File: config.mk
export PLATFORM = sky130hd
export DESIGN_NAME = cmf_fifo_status
export DESIGN_NICKNAME = d
export VERILOG_FILES = /design/src/core/cmf_pkg.sv /design/src/core/cmf_fifo_status.sv
export SDC_FILE = /design/constraint.sdc
export NUM_CORES = 2
export LEC_CHECK = 0
export ABC_AREA = 1
export BUFFER_PORTS_ARGS = -buffer_cell sky130_fd_sc_hd__clkbuf_2
export CAP_MARGIN = 20
export CORE_UTILIZATION = 58
export DETAILED_ROUTE_END_ITERATION = 7
export HOLD_SLACK_MARGIN = 0.02
export PLACE_DENSITY = 0.78
export SLEW_MARGIN = 30
export SYNTH_ARGS = -nofsm -noshare
export SYNTH_HDL_FRONTEND = slang
export SYNTH_SLANG_ARGS = --single-unit
File: constraint.sdc
create_clock -name pclk -period 3.25 [get_ports pclk]
set_input_delay 0.325 -clock pclk [delete_from_list [all_inputs] [get_ports pclk]]
set_output_delay 0.325 -clock pclk [all_outputs]
set_load 0.005 [all_outputs]
File: src/core/cmf_pkg.sv
// constants for the can message fifo control and status block
package cmf_pkg;
	// ------------------------------------------------------------
	// geometry
	// ------------------------------------------------------------
	localparam int NUM_FIFOS = 16;
	localparam int FIFO_IDX_W = 4;
	localparam int PTR_W = 5;
	localparam int CNT_W = 6;
	localparam int ADDR_W = 12;
	localparam int MSG_SHIFT = 4;
	localparam int REGION_SHIFT = 9;
	localparam int REGION_POS = 8;
	localparam int REG_POS = 2;
	// ------------------------------------------------------------
	// register map
	// ------------------------------------------------------------
	localparam logic [ADDR_W-1:0] OFS_BASE_ADDR = 12'h000;
	localparam logic [ADDR_W-1:0] OFS_MODE = 12'h004;
	localparam logic [3:0] FIFO_REGION = 4'h1;
	localparam logic [1:0] SUB_CONTROL = 2'h0;
	localparam logic [1:0] SUB_INT = 2'h1;
	localparam logic [1:0] SUB_USER_ADDR = 2'h2;
	localparam logic [1:0] SUB_BUS_INDEX = 2'h3;
	// ------------------------------------------------------------
	// control register fields
	// ------------------------------------------------------------
	localparam int CTL_SIZE_LSB = 16;
	localparam int CTL_RESET = 14;
	localparam int CTL_INC = 13;
	localparam int CTL_DIR = 7;
	localparam int CTL_ABORTED = 6;
	localparam int CTL_LOST_ARB = 5;
	localparam int CTL_BUS_ERR = 4;
	localparam int CTL_SEND_REQ = 3;
	localparam int CTL_RTR_EN = 2;
	localparam int CTL_PRIO_LSB = 0;
	// ------------------------------------------------------------
	// interrupt register fields
	// ------------------------------------------------------------
	localparam int INT_TX_IE_LSB = 24;
	localparam int INT_RX_IE_LSB = 16;
	localparam int INT_TX_IF_LSB = 8;
	localparam int INT_RX_IF_LSB = 0;
	localparam int INT_OVF_BIT = 3;
	// ------------------------------------------------------------
	// mode register and reset values
	// ------------------------------------------------------------
	localparam logic [2:0] MODE_CONFIG = 3'h4;
	localparam logic [2:0] MODE_RESET = 3'h4;
	localparam logic [31:0] BASE_RESET = 32'h0000_0000;
	localparam logic [4:0] SIZE_RESET = 5'h00;
	localparam logic [1:0] PRIO_LOWEST = 2'h0;
	localparam logic [1:0] PRIO_HIGHEST = 2'h3;
endpackage

File: src/core/cmf_fifo_status.sv
// control and status logic for sixteen can message fifos behind apb
//
// Our own choices: the placing of the registers and the APB slave port.
`timescale 1ns/1ps
`default_nettype none
module cmf_fifo_status (
	// clock and reset
	input wire logic pclk,
	input wire logic presetn,
	// apb slave
	input wire logic psel,
	input wire logic penable,
	input wire logic pwrite,
	input wire logic [cmf_pkg::ADDR_W-1:0] paddr,
	input wire logic [31:0] pwdata,
	output logic [31:0] prdata,
	output logic pready,
	output logic pslverr,
	// protocol engine events, all for the fifo named by eng_fifo_sel
	input wire logic [cmf_pkg::FIFO_IDX_W-1:0] eng_fifo_sel,
	input wire logic eng_tx_done,
	input wire logic eng_tx_aborted,
	input wire logic eng_lost_arb,
	input wire logic eng_bus_err,
	input wire logic eng_rx_store,
	input wire logic eng_rtr_rx,
	// protocol engine view of the selected fifo
	output logic [cmf_pkg::PTR_W-1:0] eng_msg_index,
	output logic [1:0] eng_priority,
	output logic [31:0] eng_msg_addr,
	// per fifo requests
	output logic [cmf_pkg::NUM_FIFOS-1:0] tx_request,
	output logic [cmf_pkg::NUM_FIFOS-1:0] abort_request,
	output logic [cmf_pkg::NUM_FIFOS-1:0] fifo_irq
);
	localparam int N = cmf_pkg::NUM_FIFOS;

	// ------------------------------------------------------------
	// functions
	// ------------------------------------------------------------
	function automatic logic [cmf_pkg::PTR_W-1:0] next_ptr(
		input logic [cmf_pkg::PTR_W-1:0] ptr, input logic [4:0] size);
		next_ptr = (ptr == size) ? '0 : ptr + 5'h01;
	endfunction

	function automatic logic [31:0] slot_addr(input logic [31:0] base,
		input logic [3:0] idx, input logic [cmf_pkg::PTR_W-1:0] ptr);
		logic [31:0] ofs;
		ofs = (32'({idx}) << cmf_pkg::REGION_SHIFT) + (32'({ptr}) << cmf_pkg::MSG_SHIFT);
		slot_addr = {base[31:2] + ofs[31:2], 2'b00};
	endfunction

	// order: tx not-full, tx half, tx empty, rx ovf, rx full, rx half, rx not-empty
	function automatic logic [6:0] level_flags(input logic [cmf_pkg::CNT_W-1:0] cnt,
		input logic [4:0] size, input logic dir, input logic ovf);
		logic [cmf_pkg::CNT_W-1:0] depth;
		logic [cmf_pkg::CNT_W:0] twice;
		logic full;
		depth = {1'b0, size} + 6'h01;
		twice = {cnt, 1'b0};
		full = (cnt == depth);
		level_flags[6] = dir & ~full;
		level_flags[5] = dir & (twice <= {1'b0, depth});
		level_flags[4] = dir & (cnt == 6'h00);
		level_flags[3] = ~dir & ovf;
		level_flags[2] = ~dir & full;
		level_flags[1] = ~dir & (twice >= {1'b0, depth});
		level_flags[0] = ~dir & (cnt != 6'h00);
	endfunction

	// ------------------------------------------------------------
	// state
	// ------------------------------------------------------------
	logic [31:0] base_addr;
	logic [2:0] operating_mode_select;
	logic [4:0] fifo_size [N];
	logic [N-1:0] direction_select;
	logic [N-1:0] auto_remote_reply_enable;
	logic [1:0] transmit_priority [N];
	logic [N-1:0] send_request;
	logic [N-1:0] abort_pend;
	logic [N-1:0] msg_aborted_flag;
	logic [N-1:0] lost_arbitration_flag;
	logic [N-1:0] transmit_bus_error_flag;
	logic [N-1:0] rx_overflow_flag;
	logic [6:0] irq_enable [N];
	logic [cmf_pkg::PTR_W-1:0] head [N];
	logic [cmf_pkg::PTR_W-1:0] tail [N];
	logic [cmf_pkg::CNT_W-1:0] count [N];

	// ------------------------------------------------------------
	// apb decode
	// ------------------------------------------------------------
	logic setup_rd;
	logic access_wr;
	logic in_region;
	logic [3:0] acc_fifo;
	logic [1:0] acc_sub;
	logic mapped;
	logic config_mode;

	assign setup_rd = psel & ~penable & ~pwrite;
	assign access_wr = psel & penable & pwrite & (paddr[1:0] == 2'b00);
	assign in_region = (paddr[cmf_pkg::ADDR_W-1:cmf_pkg::REGION_POS] == cmf_pkg::FIFO_REGION);
	assign acc_fifo = paddr[7:4];
	assign acc_sub = paddr[3:2];
	assign mapped = in_region | (paddr == cmf_pkg::OFS_BASE_ADDR) | (paddr == cmf_pkg::OFS_MODE);
	assign config_mode = (operating_mode_select == cmf_pkg::MODE_CONFIG);
	assign pready = 1'b1;
	assign pslverr = psel & penable & (~mapped | (paddr[1:0] != 2'b00));

	logic [N-1:0] wr_ctrl;
	logic [N-1:0] wr_int;
	logic [N-1:0] rd_ctrl;
	logic [N-1:0] fifo_rst;
	logic [N-1:0] user_inc;
	logic [N-1:0] hit;
	logic [N-1:0] push;
	logic [N-1:0] pop;
	logic [N-1:0] last_sent;
	logic [6:0] flags [N];

	always_comb begin
		for (int i = 0; i < N; i++) begin
			hit[i] = (eng_fifo_sel == 4'(i));
			wr_ctrl[i] = access_wr & in_region & (acc_fifo == 4'(i)) & (acc_sub == cmf_pkg::SUB_CONTROL);
			wr_int[i] = access_wr & in_region & (acc_fifo == 4'(i)) & (acc_sub == cmf_pkg::SUB_INT);
			rd_ctrl[i] = setup_rd & in_region & (acc_fifo == 4'(i)) & (acc_sub == cmf_pkg::SUB_CONTROL);
			fifo_rst[i] = wr_ctrl[i] & pwdata[cmf_pkg::CTL_RESET];
			user_inc[i] = wr_ctrl[i] & pwdata[cmf_pkg::CTL_INC];
			flags[i] = level_flags(count[i], fifo_size[i], direction_select[i], rx_overflow_flag[i]);
			// transmit: software pushes, engine pops; receive the other way round
			if (direction_select[i]) begin
				push[i] = user_inc[i] & flags[i][6];
				pop[i] = hit[i] & eng_tx_done & ~flags[i][4];
			end else begin
				push[i] = hit[i] & eng_rx_store & ~flags[i][2];
				pop[i] = user_inc[i] & flags[i][0];
			end
			last_sent[i] = pop[i] & direction_select[i] & ~push[i] & (count[i] == 6'h01);
		end
	end

	// ------------------------------------------------------------
	// global registers
	// ------------------------------------------------------------
	always_ff @(posedge pclk or negedge presetn) begin
		if (!presetn) begin
			base_addr <= cmf_pkg::BASE_RESET;
			operating_mode_select <= cmf_pkg::MODE_RESET;
		end else if (access_wr && paddr == cmf_pkg::OFS_BASE_ADDR && config_mode) begin
			base_addr <= {pwdata[31:2], 2'b00};
		end else if (access_wr && paddr == cmf_pkg::OFS_MODE) begin
			operating_mode_select <= pwdata[2:0];
		end
	end

	// ------------------------------------------------------------
	// configuration fields
	// ------------------------------------------------------------
	always_ff @(posedge pclk or negedge presetn) begin
		if (!presetn) begin
			direction_select <= '0;
			auto_remote_reply_enable <= '0;
			for (int i = 0; i < N; i++) begin
				fifo_size[i] <= cmf_pkg::SIZE_RESET;
				transmit_priority[i] <= cmf_pkg::PRIO_LOWEST;
				irq_enable[i] <= '0;
			end
		end else begin
			for (int i = 0; i < N; i++) begin
				if (wr_ctrl[i]) begin
					direction_select[i] <= pwdata[cmf_pkg::CTL_DIR];
					auto_remote_reply_enable[i] <= pwdata[cmf_pkg::CTL_RTR_EN];
					transmit_priority[i] <= pwdata[cmf_pkg::CTL_PRIO_LSB +: 2];
					if (config_mode) begin
						fifo_size[i] <= pwdata[cmf_pkg::CTL_SIZE_LSB +: 5];
					end
				end
				if (wr_int[i]) begin
					irq_enable[i] <= {pwdata[cmf_pkg::INT_TX_IE_LSB +: 3],
						pwdata[cmf_pkg::INT_RX_IE_LSB +: 4]};
				end
			end
		end
	end

	// ------------------------------------------------------------
	// send request and abort
	// ------------------------------------------------------------
	always_ff @(posedge pclk or negedge presetn) begin
		if (!presetn) begin
			send_request <= '0;
			abort_pend <= '0;
		end else begin
			for (int i = 0; i < N; i++) begin
				if (fifo_rst[i]) begin
					send_request[i] <= 1'b0;
					abort_pend[i] <= 1'b0;
				end else if (wr_ctrl[i] && direction_select[i]) begin
					send_request[i] <= pwdata[cmf_pkg::CTL_SEND_REQ] |
						(hit[i] & eng_rtr_rx & auto_remote_reply_enable[i]);
					if (!pwdata[cmf_pkg::CTL_SEND_REQ] && send_request[i]) begin
						abort_pend[i] <= 1'b1;
					end
				end else if (hit[i] && eng_rtr_rx && auto_remote_reply_enable[i]) begin
					send_request[i] <= 1'b1;
				end else if (last_sent[i] || (hit[i] && eng_tx_aborted)) begin
					send_request[i] <= 1'b0;
					abort_pend[i] <= 1'b0;
				end
			end
		end
	end

	// ------------------------------------------------------------
	// transmit outcome flags
	// ------------------------------------------------------------
	always_ff @(posedge pclk or negedge presetn) begin
		if (!presetn) begin
			msg_aborted_flag <= '0;
			lost_arbitration_flag <= '0;
			transmit_bus_error_flag <= '0;
		end else begin
			for (int i = 0; i < N; i++) begin
				if (fifo_rst[i]) begin
					msg_aborted_flag[i] <= 1'b0;
				end else if (hit[i] && eng_tx_aborted) begin
					msg_aborted_flag[i] <= 1'b1;
				end else if (hit[i] && eng_tx_done) begin
					msg_aborted_flag[i] <= 1'b0;
				end
				if (fifo_rst[i]) begin
					lost_arbitration_flag[i] <= 1'b0;
				end else if (hit[i] && eng_lost_arb) begin
					lost_arbitration_flag[i] <= 1'b1;
				end else if (rd_ctrl[i]) begin
					lost_arbitration_flag[i] <= 1'b0;
				end
				if (fifo_rst[i]) begin
					transmit_bus_error_flag[i] <= 1'b0;
				end else if (hit[i] && eng_bus_err) begin
					transmit_bus_error_flag[i] <= 1'b1;
				end else if (rd_ctrl[i]) begin
					transmit_bus_error_flag[i] <= 1'b0;
				end
			end
		end
	end

	// ------------------------------------------------------------
	// overflow flag: set wins over a software clear
	// ------------------------------------------------------------
	always_ff @(posedge pclk or negedge presetn) begin
		if (!presetn) begin
			rx_overflow_flag <= '0;
		end else begin
			for (int i = 0; i < N; i++) begin
				if (fifo_rst[i]) begin
					rx_overflow_flag[i] <= 1'b0;
				end else if (!direction_select[i] && hit[i] && eng_rx_store && flags[i][2]) begin
					rx_overflow_flag[i] <= 1'b1;
				end else if (wr_int[i] && !pwdata[cmf_pkg::INT_OVF_BIT]) begin
					rx_overflow_flag[i] <= 1'b0;
				end
			end
		end
	end

	// ------------------------------------------------------------
	// head, tail and occupancy
	// ------------------------------------------------------------
	always_ff @(posedge pclk or negedge presetn) begin
		if (!presetn) begin
			for (int i = 0; i < N; i++) begin
				head[i] <= '0;
				tail[i] <= '0;
				count[i] <= '0;
			end
		end else begin
			for (int i = 0; i < N; i++) begin
				if (fifo_rst[i]) begin
					head[i] <= '0;
					tail[i] <= '0;
					count[i] <= '0;
				end else begin
					if (push[i]) begin
						head[i] <= next_ptr(head[i], fifo_size[i]);
					end
					if (pop[i]) begin
						tail[i] <= next_ptr(tail[i], fifo_size[i]);
					end
					count[i] <= count[i] + {5'h00, push[i]} - {5'h00, pop[i]};
				end
			end
		end
	end

	// ------------------------------------------------------------
	// read data, captured in the setup cycle
	// ------------------------------------------------------------
	logic [cmf_pkg::PTR_W-1:0] user_ptr [N];
	logic [cmf_pkg::PTR_W-1:0] bus_ptr [N];

	always_comb begin
		for (int i = 0; i < N; i++) begin
			user_ptr[i] = direction_select[i] ? head[i] : tail[i];
			bus_ptr[i] = direction_select[i] ? tail[i] : head[i];
		end
	end

	logic [31:0] next_prdata;

	always_comb begin
		next_prdata = 32'h0000_0000;
		if (paddr == cmf_pkg::OFS_BASE_ADDR) begin
			next_prdata = base_addr;
		end else if (paddr == cmf_pkg::OFS_MODE) begin
			next_prdata = {29'h0, operating_mode_select};
		end else if (in_region) begin
			case (acc_sub)
				cmf_pkg::SUB_CONTROL: begin
					next_prdata[cmf_pkg::CTL_SIZE_LSB +: 5] = fifo_size[acc_fifo];
					next_prdata[cmf_pkg::CTL_DIR] = direction_select[acc_fifo];
					next_prdata[cmf_pkg::CTL_ABORTED] = msg_aborted_flag[acc_fifo];
					next_prdata[cmf_pkg::CTL_LOST_ARB] = lost_arbitration_flag[acc_fifo];
					next_prdata[cmf_pkg::CTL_BUS_ERR] = transmit_bus_error_flag[acc_fifo];
					next_prdata[cmf_pkg::CTL_SEND_REQ] = send_request[acc_fifo];
					next_prdata[cmf_pkg::CTL_RTR_EN] = auto_remote_reply_enable[acc_fifo];
					next_prdata[cmf_pkg::CTL_PRIO_LSB +: 2] = transmit_priority[acc_fifo];
				end
				cmf_pkg::SUB_INT: begin
					next_prdata[cmf_pkg::INT_TX_IE_LSB +: 3] = irq_enable[acc_fifo][6:4];
					next_prdata[cmf_pkg::INT_RX_IE_LSB +: 4] = irq_enable[acc_fifo][3:0];
					next_prdata[cmf_pkg::INT_TX_IF_LSB +: 3] = flags[acc_fifo][6:4];
					next_prdata[cmf_pkg::INT_RX_IF_LSB +: 4] = flags[acc_fifo][3:0];
				end
				cmf_pkg::SUB_USER_ADDR: begin
					next_prdata = slot_addr(base_addr, acc_fifo, user_ptr[acc_fifo]);
				end
				cmf_pkg::SUB_BUS_INDEX: begin
					next_prdata[cmf_pkg::PTR_W-1:0] = bus_ptr[acc_fifo];
				end
				default: begin
					next_prdata = 32'h0000_0000;
				end
			endcase
		end
	end

	always_ff @(posedge pclk or negedge presetn) begin
		if (!presetn) begin
			prdata <= '0;
		end else if (setup_rd) begin
			prdata <= next_prdata;
		end
	end

	// ------------------------------------------------------------
	// engine view and requests
	// ------------------------------------------------------------
	always_ff @(posedge pclk or negedge presetn) begin
		if (!presetn) begin
			eng_msg_index <= '0;
			eng_priority <= cmf_pkg::PRIO_LOWEST;
			eng_msg_addr <= '0;
		end else begin
			eng_msg_index <= bus_ptr[eng_fifo_sel];
			eng_priority <= transmit_priority[eng_fifo_sel];
			eng_msg_addr <= slot_addr(base_addr, eng_fifo_sel, bus_ptr[eng_fifo_sel]);
		end
	end

	always_comb begin
		for (int i = 0; i < N; i++) begin
			tx_request[i] = send_request[i] & direction_select[i];
			abort_request[i] = abort_pend[i] & direction_select[i];
			fifo_irq[i] = |(flags[i] & irq_enable[i]);
		end
	end
endmodule // cmf_fifo_status
`default_nettype wire

==> results by group, run 1 <==
Placed design
  • Pre-CTS setup slack: -0.7799 ns
  • IO Port Bufs: 176
  • Dpl cells: 9154
  • GPL Wtd Cong: 1.218
  • Post-DP HPWL: 189600 um

Clocking
  • Clock root cell: clkbuf_16
  • Clock buffer depth: 3
  • TritonCTS buffer count: 82
  • CTS sink count: 710
  • H-tree depth: 3

Global routing
  • GR Util All Layers: 83.66%
  • Largest net degree at the start of global routing: 91
  • Total grt overflow: 76

Logic synthesis
  • Synth warnings: 0
  • Synthesis-stage register bit count: 710
  • Main synth FF type: dfrtp_1
  • Mapped Avg Cell Area: 7.168 um^2
  • Async SR Flop Fraction: 100.0%
  • Unique masters post-synth: 73
  • Synthesized instance count: 6989
  • Mapped Area: 50100 um^2
  • Seq/Total Area, Yosys: 35.47%
  • Post-synth EDFFs: 0

Floorplanning
  • Num rows: 107
  • Initial cell density of the core: 58.65%
  • Die width: 295.9 um
  • Die Span Y: 295.9 um
  • I/O Pins: 180

Outcome
  • Result of the run: stopped before the end
  • Stop err: [ERROR GRT-0232] Routing congestion too high. Check the congestion heatmap in the GUI.
  • Halt Stage: global routing

Timing
  • GR repair worst EP: fifo_irq[4]
  • Worst EP kind: output port
==> metal layers <==
metal	track usage (%)	GRT overflow
met1	83.76	3
met2	94.72	24
met3	74.23	8
met4	82.19	39
met5	51.55	2
==> stage by stage <==
step / hold WS (ns) / cell area [um^2]
CTS: 0.1195 / 66320
floorplan: 0.02941 / 50250
detailed placement: 0.3809 / 60260
global placement: 0.3713 / 60260
==> Yosys cell counts, types with 40 or more instances <==
master    count  area share (%)
a21oi_1     377             3.8
a22oi_1      49            0.73
clkbuf_1    231             1.7
dfrtp_1     709              35
ha_1        279             7.0
inv_1       912             6.8
inv_2        40            0.30
nand2_1    1625              12
nand3_1     334             3.3
nand4_1     109             1.4
nor2_1      505             3.8
nor3_1      106             1.1
o21ai_0     761             7.6
o221ai_1     41            0.72
o22ai_1     258             3.2
xnor2_1      58             1.0
xor2_1      110             1.9
==> logic make-up after synthesis <==
| family | after synthesis | synth area share, % |
|---|---|---|
| adder cells (fa/ha/maj) | 297 | 7.688 |
| XOR/XNOR | 168 | 2.937 |
| buffers and inverters | 1248 | 9.471 |
| flip-flops | 710 | 35.47 |
| AND/OR/NAND/NOR | 2829 | 24.18 |
| multiplexers | 20 | 0.4446 |
| other | 2 | 0.01499 |
| AO/OA/AOI/OAI | 1715 | 19.80 |
==> repair_timing <==
item	4_1_cts
buffers inserted	155
hold endpoints to repair	73
endpoints found under the setup margin	73
gates resized for setup	562
pin swaps	239
hold buffers	25
gates cloned	1
==> run 2: changes to the inputs <==
Settings changed: CORE_UTILIZATION 58 to 40, HOLD_SLACK_MARGIN 0.02 to default, PLACE_DENSITY 0.78 to default, PLACE_DENSITY_LB_ADDON from default to 0.15.
Clock period 3.25 ns to 4.2 ns, I/O delays scaled along.
==> run 2 against run 1 <==
Net effect:
- the flow now finishes, with violations (design-rule violations)
- synthesized area unchanged
- synthesized cell count unchanged
==> results by group, run 2 <==
Detailed routing
  • Detailed-route via count: 53701
  • WL/cell: 26.79 um
  • Drt drc: 11
  • First-pass DRT Iterations: 8
  • Routed WL: 244100 um
  • Avg Vias per Cell: 5.894
  • DRT iter0 DRCs: 7293
  • DRT antenna net count: 0

Logic synthesis
  • Synthesized instance count: 6989
  • Top cell type by total area after synthesis: dfrtp_1
  • Most numerous cell in the Yosys netlist: nand2_1
  • Mapped Area: 50100 um^2
  • Post-synth EDFFs: 0
  • Async SR Flop Fraction: 100.0%
  • Largest cells by area after synthesis: dfrtp_1 (35%), nand2_1 (12%), o21ai_0 (7.6%), ha_1 (7.0%), inv_1 (6.8%)
  • Post-synth top cells: nand2_1 (1625), inv_1 (912), o21ai_0 (761)
  • Seq/Total Area, Yosys: 35.47%
  • Synth warnings: 0
  • Synthesis-stage register bit count: 710
  • Main synth FF type: dfrtp_1
  • Unique masters post-synth: 73
  • Synth top area share: 35.42%
  • Mapped Avg Cell Area: 7.168 um^2

Placed design
  • Dpl cells: 8931
  • GPL Wtd Cong: 1.117
  • Pre-CTS setup slack: -0.004171 ns
  • IO Port Bufs: 176
  • Post-DP HPWL: 191600 um

Floorplanning
  • Core area: 124000 um^2
  • Die width: 355.9 um
  • Num rows: 129
  • I/O Pins: 180
  • Total die area: 126700 um^2
  • Die Span Y: 355.9 um
  • Initial cell density of the core: 40.41%

Layout
  • Most frequent cells in the layout: nand2_1 (1620), inv_1 (903), o21ai_0 (748), dfrtp_1 (697), nor2_1 (503)
  • Commonest non-fill, non-tap cell in the layout: nand2_1
  • Largest register FFs: 112
  • Layout cells sized above 1: 12.68%
  • Area grow syn2layout: 17.16%
  • Fin util: 47.35%
  • Layout fillers: 12558
  • Non-Filler Instances: 9111
  • # nets final: 7760
  • Top Registers: irq_enable: 112 flops, count: 96 flops
  • Top reg by flops: irq_enable

Outcome
  • Failing checks: design-rule violations
  • Result of the run: finished, violations left

Critical path
  • CP Capture Type: primary output
  • Register-to-Register Setup Slack: 0.26 ns
  • Setup CP Type: register to primary output
  • R2R Path End: eng_msg_addr[19]
  • Critical R2R Launch: direction_select[12]
  • Worst Path Required: 3.78 ns
  • CP max FO: 11
  • Reg2Reg Depth: 21
  • Worst EP arrival: 3.68 ns
  • Startpoint class of the critical path: register

Global routing
  • Antenna violations before repair: 15
  • Total grt overflow: 0
  • First-pass GRT wire length: 349700 um
  • GR Util All Layers: 37.92%
  • Largest net degree at the start of global routing: 97
  • Vias in the first global route: 49402

Power and ir drop
  • Peak VDD IR: 0.3896 mV
  • PwrDens: 468.0 nW/um^2
  • Static Leak: 28.73 nW

Timing
  • Fin. Hold Viols: 0
  • Worst slew pin tran: 1.109 ns
  • Final min period: 4.105 ns
  • Achievable frequency: 243.6 MHz
  • Setup violations, final: 0
  • Hold slack final: 0.03775 ns
  • Fin crit share: 97.73%
  • Pins over their slew limit: 0
  • Fin worst setup slack: 0.09547 ns
  • Rel. slew slack: 25.27%
  • Unrepaired setup endpoints after global routing: false
  • Worst Skew: 0.04268 ns

Flow run
  • Maxcap violations: 0

Clocking
  • CTS tree: yes
  • TritonCTS buffer count: 88
  • Clock buffer depth: 3
  • CTS sink count: 710
  • Clock root cell: clkbuf_16
  • Setup Buffers After CTS: 0
  • Reg clk slew, reported paths: 0.07 ns
  • H-tree depth: 3
  • Latest clock arrival within the worst-skew pair: 0.73 ns

Hold path
  • Hold EP: irq_enable[107]
  • Worst hold path cell count: 3
  • Hold path startpoint: pwdata[18]
  • Hold WC Path Type: input port to register
==> run 2: cell counts after synthesis <==
Identical to the previous run, type by type.
==> run 2: worst max-delay path by stage <==
stage	from	end	slack (ns)	depth (start not counted)
2_1_floorplan	paddr[5]	prdata[24]	0.37	22
3_3_place_gp	eng_fifo_sel[2]	eng_msg_addr[25]	-0.008	24
3_5_place_dp	paddr[4]	prdata[18]	-0.004	21
4_1_cts	fifo_size[40]	fifo_irq[7]	0.006	11
5_1_grt	fifo_size[71]	fifo_irq[1]	0.001	15
6_report	fifo_size[72]	fifo_irq[1]	0.1	13
==> run 2: kinds of logic after synthesis <==
kind of cell	Yosys count	synth area share, %
buffers and inverters	1248	9.471
other	2	0.01499
adder cells (fa/ha/maj)	297	7.688
XOR/XNOR	168	2.937
AND/OR/NAND/NOR	2829	24.18
flip-flops	710	35.47
AO/OA/AOI/OAI	1715	19.80
multiplexers	20	0.4446
==> run 2: layout make-up <==
type | count | area (um^2) | share of cell area, %
Clock inverter | 33 | 442.9 | 0.7546
Sequential cell | 710 | 17780 | 30.30
Tap cell | 1637 | 2048 | 3.490
Timing Repair Buffer | 609 | 4492 | 7.653
Multi-Input combinational cell | 5032 | 27710 | 47.21
Clock buffer | 124 | 2589 | 4.410
Inverter | 963 | 3625 | 6.176
Antenna cell | 3 | 7.507 | 0.01279
==> run 2: critical path: stages (launching register included) <==
cell and delay, ns:
dfrtp_1 0.69, nand4_1 0.23, nand2_1 0.13, inv_1 0.05, ha_1 0.28, nand2_1 0.07, inv_1 0.03, o21ai_0 0.25
nand4_1 0.21, nand2_1 0.20, o21ai_0 0.12, a311oi_1 0.30, nand3_1 0.20, clkbuf_2 0.18
==> run 2: per-layer routing <==
| layer | part of all wire (%) | up-vias | track usage, % |
|---|---|---|---|
| met1 | 42 | 25837 | 51.79 |
| met5 | 0.032 | - | 0 |
| met2 | 42 | 2886 | 55.34 |
| li1 | - | 24256 | - |
| met4 | 6.9 | 12 | 21.61 |
| met3 | 9.7 | 710 | 7.939 |
==> run 2: what timing repair did <==
item                                    in CTS  in global routing
pin swaps                                    0                  2
gates resized for setup                      7                 35
endpoints found under the setup margin       4                 32
hold endpoints to repair                    99                  0
hold buffers                                20                  0
==> run 2: stage by stage <==
step | power (W) | cell area, um^2 | setup TNS [ns]
floorplan | 0.01521 | 50100 | 0
global placement | 0.01891 | 55360 | -0.007903
global route | 0.02917 | 58690 | 0
finish | 0.02747 | 58700 | 0
detailed placement | 0.01910 | 55360 | -0.004625
CTS | 0.02735 | 58610 | 0
==> run 2: power by group <==
part | total, W | internal, W | switching [W]
clock network | 0.00820 | 0.00484 | 0.00336
registers | 0.00933 | 0.00789 | 0.00144
logic | 0.00994 | 0.00379 | 0.00615
Power figures use the tool's default switching activity.
